### config.mk
export PLATFORM = sky130hd
export DESIGN_NAME = cpu_arith_logic_shift_unit
export DESIGN_NICKNAME = d
export VERILOG_FILES = /design/src/decimal_fix.v /design/src/serial_divider.v /design/src/cpu_arith_logic_shift_unit.v
export VERILOG_INCLUDE_DIRS = /design/src
export SDC_FILE = /design/constraint.sdc
export NUM_CORES = 1
export LEC_CHECK = 0
export ABC_CLOCK_PERIOD_IN_PS = 5900
export BUFFER_PORTS_ARGS = -buffer_cell sky130_fd_sc_hd__buf_4
export CAP_MARGIN = 20
export CORE_MARGIN = 1.5
export CORE_UTILIZATION = 55
export DETAILED_ROUTE_END_ITERATION = 12
export PLACE_DENSITY = 0.74
export SLEW_MARGIN = 20
export SYNTH_ARGS = -nofsm -noshare
export SYNTH_HDL_FRONTEND = slang
export SYNTH_SLANG_ARGS = --single-unit
### constraint.sdc
create_clock -name CLOCK_I -period 5.9 [get_ports CLOCK_I]
set_clock_uncertainty 0.1 [all_clocks]
set_input_delay 0.59 -clock CLOCK_I [delete_from_list [all_inputs] [get_ports CLOCK_I]]
set_output_delay 0.59 -clock CLOCK_I [all_outputs]
set_load 0.01 [all_outputs]
### src/alu_defines.vh
`ifndef ALU_DEFINES_VH
`define ALU_DEFINES_VH
// ---------------------------------------------------------------
// operation codes
// ---------------------------------------------------------------
`define OP_W 5
`define OP_SUM 5'h00
`define OP_DIFF 5'h01
`define OP_SUM_WITH_CARRY 5'h02
`define OP_DIFFERENCE_WITH_BORROW 5'h03
`define OP_PLUS_ONE 5'h04
`define OP_MINUS_ONE 5'h05
`define OP_WORD_SMALL_SUM 5'h06
`define OP_WORD_SMALL_DIFFERENCE 5'h07
`define OP_DECIMAL_FIX_AFTER_SUM 5'h08
`define OP_DECIMAL_FIX_AFTER_DIFFERENCE 5'h09
`define OP_UNSIGNED_MULTIPLY 5'h0a
`define OP_UNSIGNED_DIVIDE 5'h0b
`define OP_COMPARE 5'h0c
`define OP_ARITH_COMPLEMENT 5'h0d
`define OP_AND 5'h0e
`define OP_OR 5'h0f
`define OP_XOR 5'h10
`define OP_NOT 5'h11
`define OP_ARITH_LEFT_SHIFT 5'h12
`define OP_ARITH_RIGHT_SHIFT 5'h13
`define OP_LOGIC_LEFT_SHIFT 5'h14
`define OP_LOGIC_RIGHT_SHIFT 5'h15
`define OP_ROTATE_LEFT 5'h16
`define OP_ROTATE_RIGHT 5'h17
`define OP_ROTATE_LEFT_VIA_CARRY 5'h18
`define OP_ROTATE_RIGHT_VIA_CARRY 5'h19
// ---------------------------------------------------------------
// flag positions inside condition_flags
// ---------------------------------------------------------------
`define FLAG_C 0
`define FLAG_V 1
`define FLAG_Z 2
`define FLAG_N 3
`define FLAGS_RESET 4'h0
// ---------------------------------------------------------------
// widths and constants
// ---------------------------------------------------------------
`define BYTE_MSB 7
`define WORD_MSB 15
`define DIV_STEPS 8
`define STEP_ONE 16'h0001
`define STEP_TWO 16'h0002
`define DIGIT_FIX_LO 8'h06
`define DIGIT_FIX_HI 8'h60
`define DIGIT_MAX 4'h9
`define BYTE_MAX 8'h99
`endif

### src/decimal_fix.v
`include "alu_defines.vh"
// decimal correction of a byte after a sum or a difference
module decimal_fix (
  // operand and flags
  input wire [7:0] value_i,
  input wire carry_i,
  input wire half_i,
  input wire after_diff_i,
  // corrected result
  output reg [7:0] result_o,
  output reg carry_o
);
  reg [7:0] fix; // correction amount
  // ---------------------------------------------------------------
  // correction choice from flags and digits
  // ---------------------------------------------------------------
  always @* begin
    fix = 8'h00;
    carry_o = carry_i;
    if (half_i || (!after_diff_i && value_i[3:0] > `DIGIT_MAX)) begin
      fix = fix | `DIGIT_FIX_LO;
    end
    if (carry_i || (!after_diff_i && value_i > `BYTE_MAX)) begin
      fix = fix | `DIGIT_FIX_HI;
      carry_o = 1'b1;
    end
    // a difference subtracts the correction, a sum adds it
    if (after_diff_i) begin
      result_o = value_i - fix;
    end else begin
      result_o = value_i + fix;
    end
  end
endmodule

### src/serial_divider.v
`include "alu_defines.vh"
// restoring divider: 16-bit dividend by 8-bit divisor, one bit a cycle
module serial_divider #(
  parameter STEPS = `DIV_STEPS
) (
  // clock, reset, enable
  input wire clk_i,
  input wire rst_i,
  input wire ce_i,
  // request
  input wire start_i,
  input wire [15:0] dividend_i,
  input wire [7:0] divisor_i,
  // answer
  output wire busy_o,
  output reg done_o,
  output reg [7:0] quotient_o,
  output reg [7:0] remainder_o
);
  reg [7:0] rem_q; // partial remainder, below the divisor when the loaded high byte is below it
  reg [7:0] quo_q; // quotient bits shifted in
  reg [3:0] count_q; // steps left
  reg [7:0] dvs_q; // latched divisor
  wire [8:0] trial; // remainder shifted by one
  wire fits; // divisor fits in trial
  assign trial = {rem_q[7:0], quo_q[7]};
  assign fits = trial >= {1'b0, dvs_q};
  assign busy_o = (count_q != 4'h0);
  // ---------------------------------------------------------------
  // division sequence
  // ---------------------------------------------------------------
  always @(posedge clk_i) begin
    if (rst_i) begin
      rem_q <= 8'h00;
      quo_q <= 8'h00;
      count_q <= 4'h0;
      dvs_q <= 8'h00;
      done_o <= 1'b0;
      quotient_o <= 8'h00;
      remainder_o <= 8'h00;
    end else if (ce_i) begin
      done_o <= 1'b0;
      if (start_i && !busy_o) begin
        // load high byte as remainder, low byte as quotient shifter
        rem_q <= dividend_i[15:8];
        quo_q <= dividend_i[7:0];
        dvs_q <= divisor_i;
        count_q <= STEPS[3:0];
      end else if (busy_o) begin
        // shift and subtract when the divisor fits
        if (fits) begin
          rem_q <= trial[7:0] - dvs_q;
        end else begin
          rem_q <= trial[7:0];
        end
        quo_q <= {quo_q[6:0], fits};
        count_q <= count_q - 4'h1;
        if (count_q == 4'h1) begin
          done_o <= 1'b1;
          quotient_o <= {quo_q[6:0], fits};
          if (fits) begin
            remainder_o <= trial[7:0] - dvs_q;
          end else begin
            remainder_o <= trial[7:0];
          end
        end
      end
    end
  end
endmodule

### src/cpu_arith_logic_shift_unit.v
// What this block does
// - sum/difference: byte or word, register results
// - no immediate form of plain difference
// - word sum/difference only register with register
// - carry forms: byte, add/subtract carry flag
// - plus/minus one on a byte register
// - word small steps: immediate 1 or 2
// - decimal fix to packed BCD using flags
// - 8x8 unsigned multiply, 16-bit product
// - 16/8 unsigned divide, quotient and remainder
// - compare updates flags only
// - word compare only register with register
// - arithmetic complement: zero minus value
// - and, or, xor with register/immediate
// - ones complement of a byte register
// - arithmetic shifts; right keeps sign
// - logical shifts fill with zero
// - rotate: out bit enters other end
// - rotate via carry through carry flag
// - flag register holds N, Z, V, C
`include "alu_defines.vh"
module cpu_arith_logic_shift_unit #(
  parameter DIV_STEPS = `DIV_STEPS
) (
  // clock, reset, enable
  input wire CLOCK_I,
  input wire RST_I,
  input wire CE_I,
  // request from the decoder
  input wire START_I,
  input wire [4:0] OP_I,
  input wire WORD_I,
  input wire IMM_I,
  input wire [15:0] DEST_I,
  input wire [15:0] SOURCE_REGISTER_I,
  input wire [15:0] IMM_DATA_I,
  // answer to the register file
  output wire BUSY_O,
  output reg DONE_O,
  output reg WRITE_O,
  output reg WORD_O,
  output reg ILLEGAL_O,
  output reg [15:0] RESULT_O,
  // condition flags
  output wire [3:0] CONDITION_FLAGS_O
);
  // ---------------------------------------------------------------
  // state
  // ---------------------------------------------------------------
  reg [3:0] condition_flags_q; // N Z V C
  reg half_q; // half carry of the last byte sum or difference
  reg div_pend_q; // a divide is running
  // ---------------------------------------------------------------
  // combinational result
  // ---------------------------------------------------------------
  reg [15:0] res_d; // result value
  reg [3:0] flags_d; // next flags
  reg half_d; // next half carry
  reg write_d; // result goes to destination
  reg illegal_d; // form not supported
  reg [15:0] opb; // second operand
  reg [16:0] wide; // sum with carry out
  reg sub; // difference when high
  reg cin; // carry in
  reg word; // width of this operation
  reg out_bit; // bit leaving a shift
  reg arith; // adder in use; updates N, Z, V and C, but plus/minus one keep C
  wire [7:0] fix_value; // decimal fix output
  wire fix_carry; // decimal fix carry
  wire div_busy; // divider running
  wire div_done; // divider answer pulse
  wire [7:0] quotient; // divider quotient
  wire [7:0] remainder; // divider remainder
  wire c_in_flag; // current carry flag
  assign c_in_flag = condition_flags_q[`FLAG_C];
  assign CONDITION_FLAGS_O = condition_flags_q;
  assign BUSY_O = div_busy | div_pend_q;
  // zero test at the given width
  function is_zero;
    input [15:0] v;
    input w;
    begin
      if (w) begin
        is_zero = (v == 16'h0000);
      end else begin
        is_zero = (v[7:0] == 8'h00);
      end
    end
  endfunction
  // sign bit at the given width
  function sign_of;
    input [15:0] v;
    input w;
    begin
      if (w) begin
        sign_of = v[`WORD_MSB];
      end else begin
        sign_of = v[`BYTE_MSB];
      end
    end
  endfunction
  // ---------------------------------------------------------------
  // decimal fix and divider
  // ---------------------------------------------------------------
  decimal_fix u_fix (
    .value_i(DEST_I[7:0]),
    .carry_i(c_in_flag),
    .half_i(half_q),
    .after_diff_i(OP_I == `OP_DECIMAL_FIX_AFTER_DIFFERENCE),
    .result_o(fix_value),
    .carry_o(fix_carry)
  );
  serial_divider #(
    .STEPS(DIV_STEPS)
  ) u_div (
    .clk_i(CLOCK_I),
    .rst_i(RST_I),
    .ce_i(CE_I),
    .start_i(START_I && !BUSY_O && OP_I == `OP_UNSIGNED_DIVIDE),
    .dividend_i(DEST_I),
    .divisor_i(SOURCE_REGISTER_I[7:0]),
    .busy_o(div_busy),
    .done_o(div_done),
    .quotient_o(quotient),
    .remainder_o(remainder)
  );
  // ---------------------------------------------------------------
  // operation decode and compute
  // ---------------------------------------------------------------
  always @* begin
    res_d = DEST_I;
    flags_d = condition_flags_q;
    half_d = half_q;
    write_d = 1'b1;
    illegal_d = 1'b0;
    opb = IMM_I ? IMM_DATA_I : SOURCE_REGISTER_I;
    sub = 1'b0;
    cin = 1'b0;
    word = 1'b0;
    out_bit = 1'b0;
    arith = 1'b0;
    wide = 17'h00000;
    case (OP_I)
      `OP_SUM: begin
        word = WORD_I;
        arith = 1'b1;
        if (WORD_I && IMM_I) begin
          illegal_d = 1'b1;
        end
      end
      `OP_DIFF: begin
        word = WORD_I;
        sub = 1'b1;
        arith = 1'b1;
        if (IMM_I) begin
          illegal_d = 1'b1;
        end
      end
      `OP_SUM_WITH_CARRY: begin
        cin = c_in_flag;
        arith = 1'b1;
      end
      `OP_DIFFERENCE_WITH_BORROW: begin
        sub = 1'b1;
        cin = c_in_flag;
        arith = 1'b1;
      end
      `OP_PLUS_ONE: begin
        opb = `STEP_ONE;
        arith = 1'b1;
      end
      `OP_MINUS_ONE: begin
        opb = `STEP_ONE;
        sub = 1'b1;
        arith = 1'b1;
      end
      `OP_WORD_SMALL_SUM, `OP_WORD_SMALL_DIFFERENCE: begin
        // flags stay; only steps of one or two are legal
        if (IMM_DATA_I != `STEP_ONE && IMM_DATA_I != `STEP_TWO) begin
          illegal_d = 1'b1;
        end
        if (OP_I == `OP_WORD_SMALL_SUM) begin
          res_d = DEST_I + IMM_DATA_I;
        end else begin
          res_d = DEST_I - IMM_DATA_I;
        end
      end
      `OP_DECIMAL_FIX_AFTER_SUM, `OP_DECIMAL_FIX_AFTER_DIFFERENCE: begin
        res_d = {DEST_I[15:8], fix_value};
        flags_d[`FLAG_C] = fix_carry;
        flags_d[`FLAG_Z] = is_zero({8'h00, fix_value}, 1'b0);
        flags_d[`FLAG_N] = fix_value[`BYTE_MSB];
      end
      `OP_UNSIGNED_MULTIPLY: begin
        res_d = DEST_I[7:0] * SOURCE_REGISTER_I[7:0];
      end
      `OP_UNSIGNED_DIVIDE: begin
        write_d = 1'b0; // answer comes from the divider
      end
      `OP_COMPARE: begin
        word = WORD_I;
        sub = 1'b1;
        arith = 1'b1;
        write_d = 1'b0;
        if (WORD_I && IMM_I) begin
          illegal_d = 1'b1;
        end
      end
      `OP_ARITH_COMPLEMENT: begin
        opb = DEST_I;
        sub = 1'b1;
        arith = 1'b1;
      end
      `OP_AND: res_d = {DEST_I[15:8], DEST_I[7:0] & opb[7:0]};
      `OP_OR: res_d = {DEST_I[15:8], DEST_I[7:0] | opb[7:0]};
      `OP_XOR: res_d = {DEST_I[15:8], DEST_I[7:0] ^ opb[7:0]};
      `OP_NOT: res_d = {DEST_I[15:8], ~DEST_I[7:0]};
      `OP_ARITH_LEFT_SHIFT, `OP_LOGIC_LEFT_SHIFT: begin
        out_bit = DEST_I[7];
        res_d = {DEST_I[15:8], DEST_I[6:0], 1'b0};
      end
      `OP_ARITH_RIGHT_SHIFT: begin
        out_bit = DEST_I[0];
        res_d = {DEST_I[15:8], DEST_I[7], DEST_I[7:1]};
      end
      `OP_LOGIC_RIGHT_SHIFT: begin
        out_bit = DEST_I[0];
        res_d = {DEST_I[15:8], 1'b0, DEST_I[7:1]};
      end
      `OP_ROTATE_LEFT: begin
        out_bit = DEST_I[7];
        res_d = {DEST_I[15:8], DEST_I[6:0], DEST_I[7]};
      end
      `OP_ROTATE_RIGHT: begin
        out_bit = DEST_I[0];
        res_d = {DEST_I[15:8], DEST_I[0], DEST_I[7:1]};
      end
      `OP_ROTATE_LEFT_VIA_CARRY: begin
        out_bit = DEST_I[7];
        res_d = {DEST_I[15:8], DEST_I[6:0], c_in_flag};
      end
      `OP_ROTATE_RIGHT_VIA_CARRY: begin
        out_bit = DEST_I[0];
        res_d = {DEST_I[15:8], c_in_flag, DEST_I[7:1]};
      end
      default: begin
        write_d = 1'b0;
        illegal_d = 1'b1;
      end
    endcase
    // adder shared by the arithmetic family
    if (arith) begin
      if (OP_I == `OP_ARITH_COMPLEMENT) begin
        wide = {1'b0, 16'h0000} - {9'h000, DEST_I[7:0]};
      end else if (sub) begin
        wide = {1'b0, DEST_I} - {1'b0, opb} - {16'h0000, cin};
      end else begin
        wide = {1'b0, DEST_I} + {1'b0, opb} + {16'h0000, cin};
      end
      if (word) begin
        res_d = wide[15:0];
        flags_d[`FLAG_C] = wide[16];
        flags_d[`FLAG_V] = sub ?
          (DEST_I[15] ^ opb[15]) & (DEST_I[15] ^ wide[15]) :
          ~(DEST_I[15] ^ opb[15]) & (DEST_I[15] ^ wide[15]);
      end else begin
        res_d = {DEST_I[15:8], wide[7:0]};
        flags_d[`FLAG_C] = wide[8] ^ DEST_I[8] ^ opb[8];
        if (OP_I == `OP_ARITH_COMPLEMENT) begin
          flags_d[`FLAG_V] = (DEST_I[7:0] == 8'h80);
          flags_d[`FLAG_C] = (DEST_I[7:0] != 8'h00);
        end else begin
          flags_d[`FLAG_V] = sub ?
            (DEST_I[7] ^ opb[7]) & (DEST_I[7] ^ wide[7]) :
            ~(DEST_I[7] ^ opb[7]) & (DEST_I[7] ^ wide[7]);
        end
        half_d = wide[4] ^ DEST_I[4] ^ opb[4];
      end
      // plus and minus one leave carry alone
      if (OP_I == `OP_PLUS_ONE || OP_I == `OP_MINUS_ONE) begin
        flags_d[`FLAG_C] = c_in_flag;
      end
      flags_d[`FLAG_Z] = is_zero(wide[15:0], word);
      flags_d[`FLAG_N] = sign_of(wide[15:0], word);
    end
    // logic results update N and Z and clear V
    if (OP_I >= `OP_AND && OP_I <= `OP_NOT) begin
      flags_d[`FLAG_Z] = is_zero(res_d, 1'b0);
      flags_d[`FLAG_N] = sign_of(res_d, 1'b0);
      flags_d[`FLAG_V] = 1'b0;
    end
    // shifts and rotates
    if (OP_I >= `OP_ARITH_LEFT_SHIFT) begin
      flags_d[`FLAG_C] = out_bit;
      flags_d[`FLAG_Z] = is_zero(res_d, 1'b0);
      flags_d[`FLAG_N] = sign_of(res_d, 1'b0);
      flags_d[`FLAG_V] = (OP_I == `OP_ARITH_LEFT_SHIFT) ?
        (DEST_I[7] ^ DEST_I[6]) : 1'b0;
    end
    // refused forms change nothing
    if (illegal_d) begin
      write_d = 1'b0;
      flags_d = condition_flags_q;
      half_d = half_q;
    end
  end
  // ---------------------------------------------------------------
  // registered answer and flag register
  // ---------------------------------------------------------------
  always @(posedge CLOCK_I) begin
    if (RST_I) begin
      condition_flags_q <= `FLAGS_RESET;
      half_q <= 1'b0;
      div_pend_q <= 1'b0;
      DONE_O <= 1'b0;
      WRITE_O <= 1'b0;
      WORD_O <= 1'b0;
      ILLEGAL_O <= 1'b0;
      RESULT_O <= 16'h0000;
    end else if (CE_I) begin
      DONE_O <= 1'b0;
      WRITE_O <= 1'b0;
      ILLEGAL_O <= 1'b0;
      if (div_done) begin
        // remainder high, quotient low
        div_pend_q <= 1'b0;
        DONE_O <= 1'b1;
        WRITE_O <= 1'b1;
        WORD_O <= 1'b1;
        RESULT_O <= {remainder, quotient};
        condition_flags_q[`FLAG_Z] <= (quotient == 8'h00);
        condition_flags_q[`FLAG_N] <= quotient[`BYTE_MSB];
      end else if (START_I && !BUSY_O) begin
        if (OP_I == `OP_UNSIGNED_DIVIDE) begin
          div_pend_q <= 1'b1;
        end else begin
          DONE_O <= 1'b1;
          WRITE_O <= write_d;
          ILLEGAL_O <= illegal_d;
          WORD_O <= word || OP_I == `OP_UNSIGNED_MULTIPLY ||
            OP_I == `OP_WORD_SMALL_SUM ||
            OP_I == `OP_WORD_SMALL_DIFFERENCE;
          RESULT_O <= res_d;
          condition_flags_q <= flags_d;
          half_q <= half_d;
        end
      end
    end
  end
endmodule

# Word-level counts from Yosys, hierarchy flattened

Cells that the tools add are included.

Reductions and logical operators: 54
Order comparisons: 6
Bitwise gates (word level): 25
Add/subtract/negate cells: 11
Multiply operators: 1
Mux-type cells: 70
Eq/ne operators: 32

Operators with widths:

| cell                | number |
|---|---|
| $pmux 16 s14        | 1 |
| $mux 16             | 7 |
| $mux 17             | 3 |
| $eq 5x5->1 const B  | 10 |
| $mux 8              | 6 |
| $eq 5x4->1 const B  | 8 |
| $mux 1              | 37 |
| $logic_not 8->1     | 4 |
| $pmux 16 s2         | 1 |
| $mux 4              | 7 |
| $reduce_or 24->1    | 1 |
| $reduce_or 21->1    | 1 |
| $eq 5x3->1 const B  | 4 |
| $add 16x16->17      | 1 |
| $add 17x1->17       | 1 |
| $sub 16x16->17      | 1 |
| $sub 17x1->17       | 1 |
| $add 16x16->16      | 1 |
| $logic_not 16->1    | 1 |
| $mul 8x8->16        | 1 |
| $ne 16x1->1 const B | 1 |
| $ne 16x2->1 const B | 1 |
| $sub 16x16->16      | 1 |
| $sub 8x8->8         | 2 |
| 49 further kinds    | 97 |

Bits in registers: 71
Output and inout port bits: 25
Input bits: 59

# Depth between registers and ports, before layout

Depth after elaboration: 21
Depth in mapped cells: 23
Depth with buffers taken out: 21

# Modules after synthesis

From an unflattened synthesis, not the netlist that was laid out.

Cells, all modules: 1585
Area total of the unflattened synthesis: 11674.9 µm²

By module, submodules not included:

| module                     | area each (µm²) | cells an instance | times used |
|---|---|---|---|
| cpu_arith_logic_shift_unit | 8863.5          | 1233              | 1 |
| serial_divider             | 2428.6          | 297               | 1 |
| decimal_fix                | 382.9           | 55                | 1 |

# Worst setup path after synthesis

Ideal clock, no wire load.

Path kind: in2reg
From: input port DEST_I[3]
To: register RESULT_O[15]
Data arrival time: 5093 ps
Stages: 21
Path slack: 616 ps
Library setup time: 91 ps
Path buffers: 2
Required time: 5709 ps
Cells stage by stage: clkbuf_1 -> clkbuf_1 -> nand2_1 -> fa_1 -> inv_1 -> ha_1 -> inv_1 -> fa_1 -> fa_1 -> inv_1 -> ha_1 -> a211oi_1 -> nor2_1 -> a211oi_1 -> o21bai_1 -> a31o_2 -> a21o_1 -> a31oi_1 -> xnor2_1 -> nand2_1 -> a311oi_1

Longest elaborated chain between the ends: 11

RTL lines:

| item                                             | line                                                               | RTL |
|---|---|---|
| start: declaration                               | cpu_arith_logic_shift_unit.v:34                                    | `input wire [15:0] DEST_I,` |
| $pmux 16 s2                                      | cpu_arith_logic_shift_unit.v:143                                   | `case (OP_I)` |
| $add 16x16->17 or $sub 16x16->17 (tied branches) | cpu_arith_logic_shift_unit.v:258, cpu_arith_logic_shift_unit.v:256 |  |
| $add 17x1->17 or $sub 17x1->17 (tied branches)   | cpu_arith_logic_shift_unit.v:258, cpu_arith_logic_shift_unit.v:256 |  |
| $mux 17                                          | cpu_arith_logic_shift_unit.v:255                                   | `end else if (sub) begin` |
| $mux 17                                          | cpu_arith_logic_shift_unit.v:253                                   | `` if (OP_I == `OP_ARITH_COMPLEMENT) begin `` |
| $mux 17                                          | cpu_arith_logic_shift_unit.v:252                                   | `if (arith) begin` |
| $mux 16                                          | cpu_arith_logic_shift_unit.v:260                                   | `if (word) begin` |
| $mux 16 (*)                                      | cpu_arith_logic_shift_unit.v:252                                   |  |
| $mux 16 (*)                                      | cpu_arith_logic_shift_unit.v:334                                   | `` if (OP_I == `OP_UNSIGNED_DIVIDE) begin `` |
| $mux 16 (*)                                      | cpu_arith_logic_shift_unit.v:333                                   | `end else if (START_I && !BUSY_O) begin` |
| $mux 16 (*)                                      | cpu_arith_logic_shift_unit.v:324                                   | `if (div_done) begin` |
| end signal: assignment                           | cpu_arith_logic_shift_unit.v:330                                   | `RESULT_O <= {remainder, quotient};` |
| end signal: assignment                           | cpu_arith_logic_shift_unit.v:343                                   | `RESULT_O <= res_d;` |
| end: declaration                                 | cpu_arith_logic_shift_unit.v:43                                    | `output reg [15:0] RESULT_O,` |

Every way passes the cells marked *; elsewhere a longest branch is shown, timed or not. The select of a mux whose other input is x is not followed.
A chain may end at the register's enable or synchronous reset.

# Worst setup path after layout

From: input port DEST_I[0]
To: register RESULT_O[13]

The elaborated chain is that of the path after synthesis.

==> flow_summary.yaml <==
status:
  run_status: "completed"
global_route:
  grt_use_met3_pct: 4.74
  global_route.peak_usage_layer: "met2"
  global_route.usage.total_pct: 35.5
  vias_in_the_first_global_route: 11300
  antenna_found_initial: 1
  grt_use_met2_pct: 58.4
  pin_count_of_the_biggest_net_entering_global_routing: 76
  grt_util_met1_pct: 46.2
  wire_length_of_the_first_global_routing_pass_um: 61400
  global_route.overflow_total: 0
min_path:
  min_delay_path_depth: 2
  whs_endpoint: "u_div.dvs_q[4]"
  worst_hold_path_type: "reg2reg"
  hp-start: "u_div.dvs_q[4]"
critical_path:
  timing.critical_path.required_ns: 6.04
  path_class: "in2reg"
  timing.critical_path.max_delay_family: "adder cells"
  critPathSlowestCell: "sky130_fd_sc_hd__fa_1"
  critical-path-top-cell-by-count: "sky130_fd_sc_hd__fa_1"
  number_of_cells_on_the_worst_reg_to_reg_path: 13
  critical_path_peak_fanout: 21
  timing.rr.end: "CONDITION_FLAGS_O[2]"
  worstPathArrival_ns: 5.17
  critPathBufInv: 3
  critical_path.max_stage_delay_ns: 0.52
  critical_path_cell_by_cell: "buf_4 > and2_1 > fa_1 > fa_1 > ha_1 > inv_1 > fa_1 > inv_1 > ha_1 > a211oi_1 > nor2_1 > a211oi_1 > o21bai_1 > a31o_2 > a21o_1 > xor2_1 > a221oi_1 > nor2_1 > and3_1"
  timing.critical_path.from_type: "primary input"
  worst_r2r_startpoint: "CONDITION_FLAGS_O[0]"
  timing.reg2reg.setup_slack_ns: 1.41
  critical_path_end_type: "flop"
placed_design:
  place_congestion: 1.01
  buffer_ports.inserted: 83
  placed_cell_area_um2: 12400
  detailed_place_hpwl_um: 31000
  placed_cells_incl_taps: 1876
  place_worst_setup_slack_ns: 0.548
detailed_routing:
  via_count: 12000
  detail-route-antenna-nets: 0
  post-route-drc-count: 0
  first_iter_violations: 1252
  route.detailed.vias_per_inst: 6.34
  routed_wirelength_um: 39300
  avgRoutedWirePerCell_um: 20.8
  drt_first_pass_iters: 6
sta:
  rsz0062_at_grt: "no"
  timing.final.crit_period_ns: 5.03
  report.final.hold_viol_count: 0
  timing_worst_slew_pin_value_ns: 0.875
  finalWorstSetupSlack_ns: 0.873
  finalMaxSlewViolations: 0
  setup-violations-final: 0
  worst_slew_margin_rel_pct: 41.4
  finalSetupTns_ns: 0
  fmax_achieved_mhz: 199
  fin_crit_sh_pct: 85.2
cells_and_area:
  antenna_cells_inserted: 0
  stdcell_count: 1892
  layout-drive-gt1-share_pct: 11.3
  most_common_cell_after_layout_fill_and_taps_aside: "sky130_fd_sc_hd__nand2_1"
  finish.utilization_pct: 60.3
  fin_nets: 1852
  area_growth_syn_to_layout_pct: 7.94
  most_frequent_cells_in_the_layout: "sky130_fd_sc_hd__nand2_1 (167), sky130_fd_sc_hd__nor2_1 (143), sky130_fd_sc_hd__ha_1 (139)"
  stdcell_area_um2: 12600
yosys:
  syn-mean-instance-area_um2: 7.36
  yosys_register_bits: 71
  synthTopCellsByArea: "sky130_fd_sc_hd__ha_1 (15%), sky130_fd_sc_hd__dfxtp_1 (12%), sky130_fd_sc_hd__fa_1 (7.2%)"
  post-synth-top-area-fraction_pct: 14.9
  postSynth.topFlopCell: "sky130_fd_sc_hd__dfxtp_1"
  synth_warn: 0
  syn-instance-count: 1590
  synth_cell_types: 102
  ys_async_sr_fraction_pct: 0
  synth_edf_count: 0
  syn-cell-area_um2: 11700
  syn-num-nets: 1830
  synth-seq-area-share_pct: 12.1
  synth_top_cell_by_area: "sky130_fd_sc_hd__ha_1"
clocking:
  cts_setup_buffers: 0
  cts_resized: 0
  clk_path_buf_depth: 2
  total_cts_buffers: 9
  h-tree-depth: 3
  clock_insertion_delay_worst_skew_ns: 0.35
  numClockSinks: 71
  cts.hold.buffers_added: 0
  tritoncts_clock_tree: "done"
  cts-root-buf: "sky130_fd_sc_hd__clkbuf_16"
  worst_path_clk_slew_ns: 0.06
die:
  floorplan.die.height_um: 149
  floorplan.die.width_um: 149
  rows: 53
  die_area_um2: 22200
  floorplan.core_area_um2: 21000
  initial_core_util_pct: 55.9
  ioPinCount: 84
power_and_ir_drop:
  irDropWorstVdd_v: 0.000141
  power_leakage_uw: 0.00546
  pwr_density_cell_nw_per_um2: 268
flow_run:
  maxCapViolCount: 0
[layout make-up]
type / instances / area (um^2)
sequential: 71 / 1420
clock inverter: 7 / 63.8
fill: 2016 / 8320
clock buffer: 9 / 225
timing repair buffer: 102 / 766
tap: 275 / 344
inverter: 142 / 533
multi-input combinational: 1286 / 9290
[worst reg2reg max path: cells and delay by family (launching register included)]
kind	cells	cell delay [ns]
compound gates	8	1.96
xor+xnor	1	0.15
fa+ha+maj	2	0.79
flops	1	0.54
simple gates	2	0.86
[per-stage QoR]
stage | hold slack (ns) | total power, uW
6_report | 0.352 | 3380
5_1_grt | 0.371 | 3630
4_1_cts | 0.355 | 3350
3_5_place_dp | 0.346 | 2810
3_3_place_gp | 0.343 | 2770
2_1_floorplan | 0.336 | 2220
[Yosys cell counts, types with 8 or more instances]
master / number
sky130_fd_sc_hd__fa_1: 42
sky130_fd_sc_hd__nand3b_1: 11
sky130_fd_sc_hd__and3_1: 11
sky130_fd_sc_hd__nor2b_1: 16
sky130_fd_sc_hd__o22ai_1: 10
sky130_fd_sc_hd__xnor2_1: 67
sky130_fd_sc_hd__dfxtp_1: 71
sky130_fd_sc_hd__nor3b_1: 8
sky130_fd_sc_hd__mux2i_1: 18
sky130_fd_sc_hd__nand4_1: 13
sky130_fd_sc_hd__buf_2: 18
sky130_fd_sc_hd__xor2_1: 20
sky130_fd_sc_hd__clkbuf_1: 53
sky130_fd_sc_hd__or3_1: 9
sky130_fd_sc_hd__and2_1: 34
sky130_fd_sc_hd__nand2_1: 167
sky130_fd_sc_hd__o21ai_0: 77
sky130_fd_sc_hd__nand2b_1: 22
sky130_fd_sc_hd__o211ai_1: 13
sky130_fd_sc_hd__a31oi_1: 20
sky130_fd_sc_hd__a21o_1: 15
sky130_fd_sc_hd__o31ai_1: 11
sky130_fd_sc_hd__a311oi_1: 13
sky130_fd_sc_hd__mux2_2: 21
sky130_fd_sc_hd__a211oi_1: 31
sky130_fd_sc_hd__a21oi_1: 136
sky130_fd_sc_hd__ha_1: 139
sky130_fd_sc_hd__nor2_1: 143
sky130_fd_sc_hd__nor4_1: 10
sky130_fd_sc_hd__inv_1: 137
sky130_fd_sc_hd__nand3_1: 33
sky130_fd_sc_hd__nor3_1: 43
[flip-flops by register name, indices dropped and copies added (netlist names), 4 cells and up]
name,flops
RESULT_O,16
u_div.dvs_q,8
u_div.quo_q,8
u_div.quotient_o,8
u_div.rem_q,8
u_div.remainder_o,8
CONDITION_FLAGS_O,4
u_div.count_q,4
[cells by family after synthesis]
logic type / after synthesis / synth area share [%]
AOI/OAI and AO/OA: 413 / 22.9
and+or+nand+nor: 565 / 24.1
xor gates and xnor gates: 87 / 6.51
adders and majority gates: 181 / 22.0
DFF: 71 / 12.1
muxes: 40 / 3.75
buffers and inverters: 233 / 8.56
[where the power goes]
group	switching [uW]	internal [uW]	leakage, uW
combinational	1300	902	0.00475
clock	245	294	0.000136
sequential	72.8	568	0.000577
total	1620	1760	0.00546
[per-layer routing]
metal	share of wire (%)	routed length, um	up-vias
met3	7.7	3040	135
li1	-	-	5627
met2	46	18300	591
met1	41	16100	5640
met5	0.033	13	-
met4	4.8	1870	2
[worst max-delay path by stage]
stage          cells past startpoint  startpoint                   end
3_5_place_dp                      19   DEST_I[0]          RESULT_O[13]
6_report                          19   DEST_I[0]          RESULT_O[13]
4_1_cts                           19   DEST_I[0]          RESULT_O[13]
5_1_grt                           17   DEST_I[1]  CONDITION_FLAGS_O[2]
2_1_floorplan                     21   DEST_I[3]          RESULT_O[15]
3_3_place_gp                      19   DEST_I[0]          RESULT_O[13]
Power figures use the tool's default switching activity.
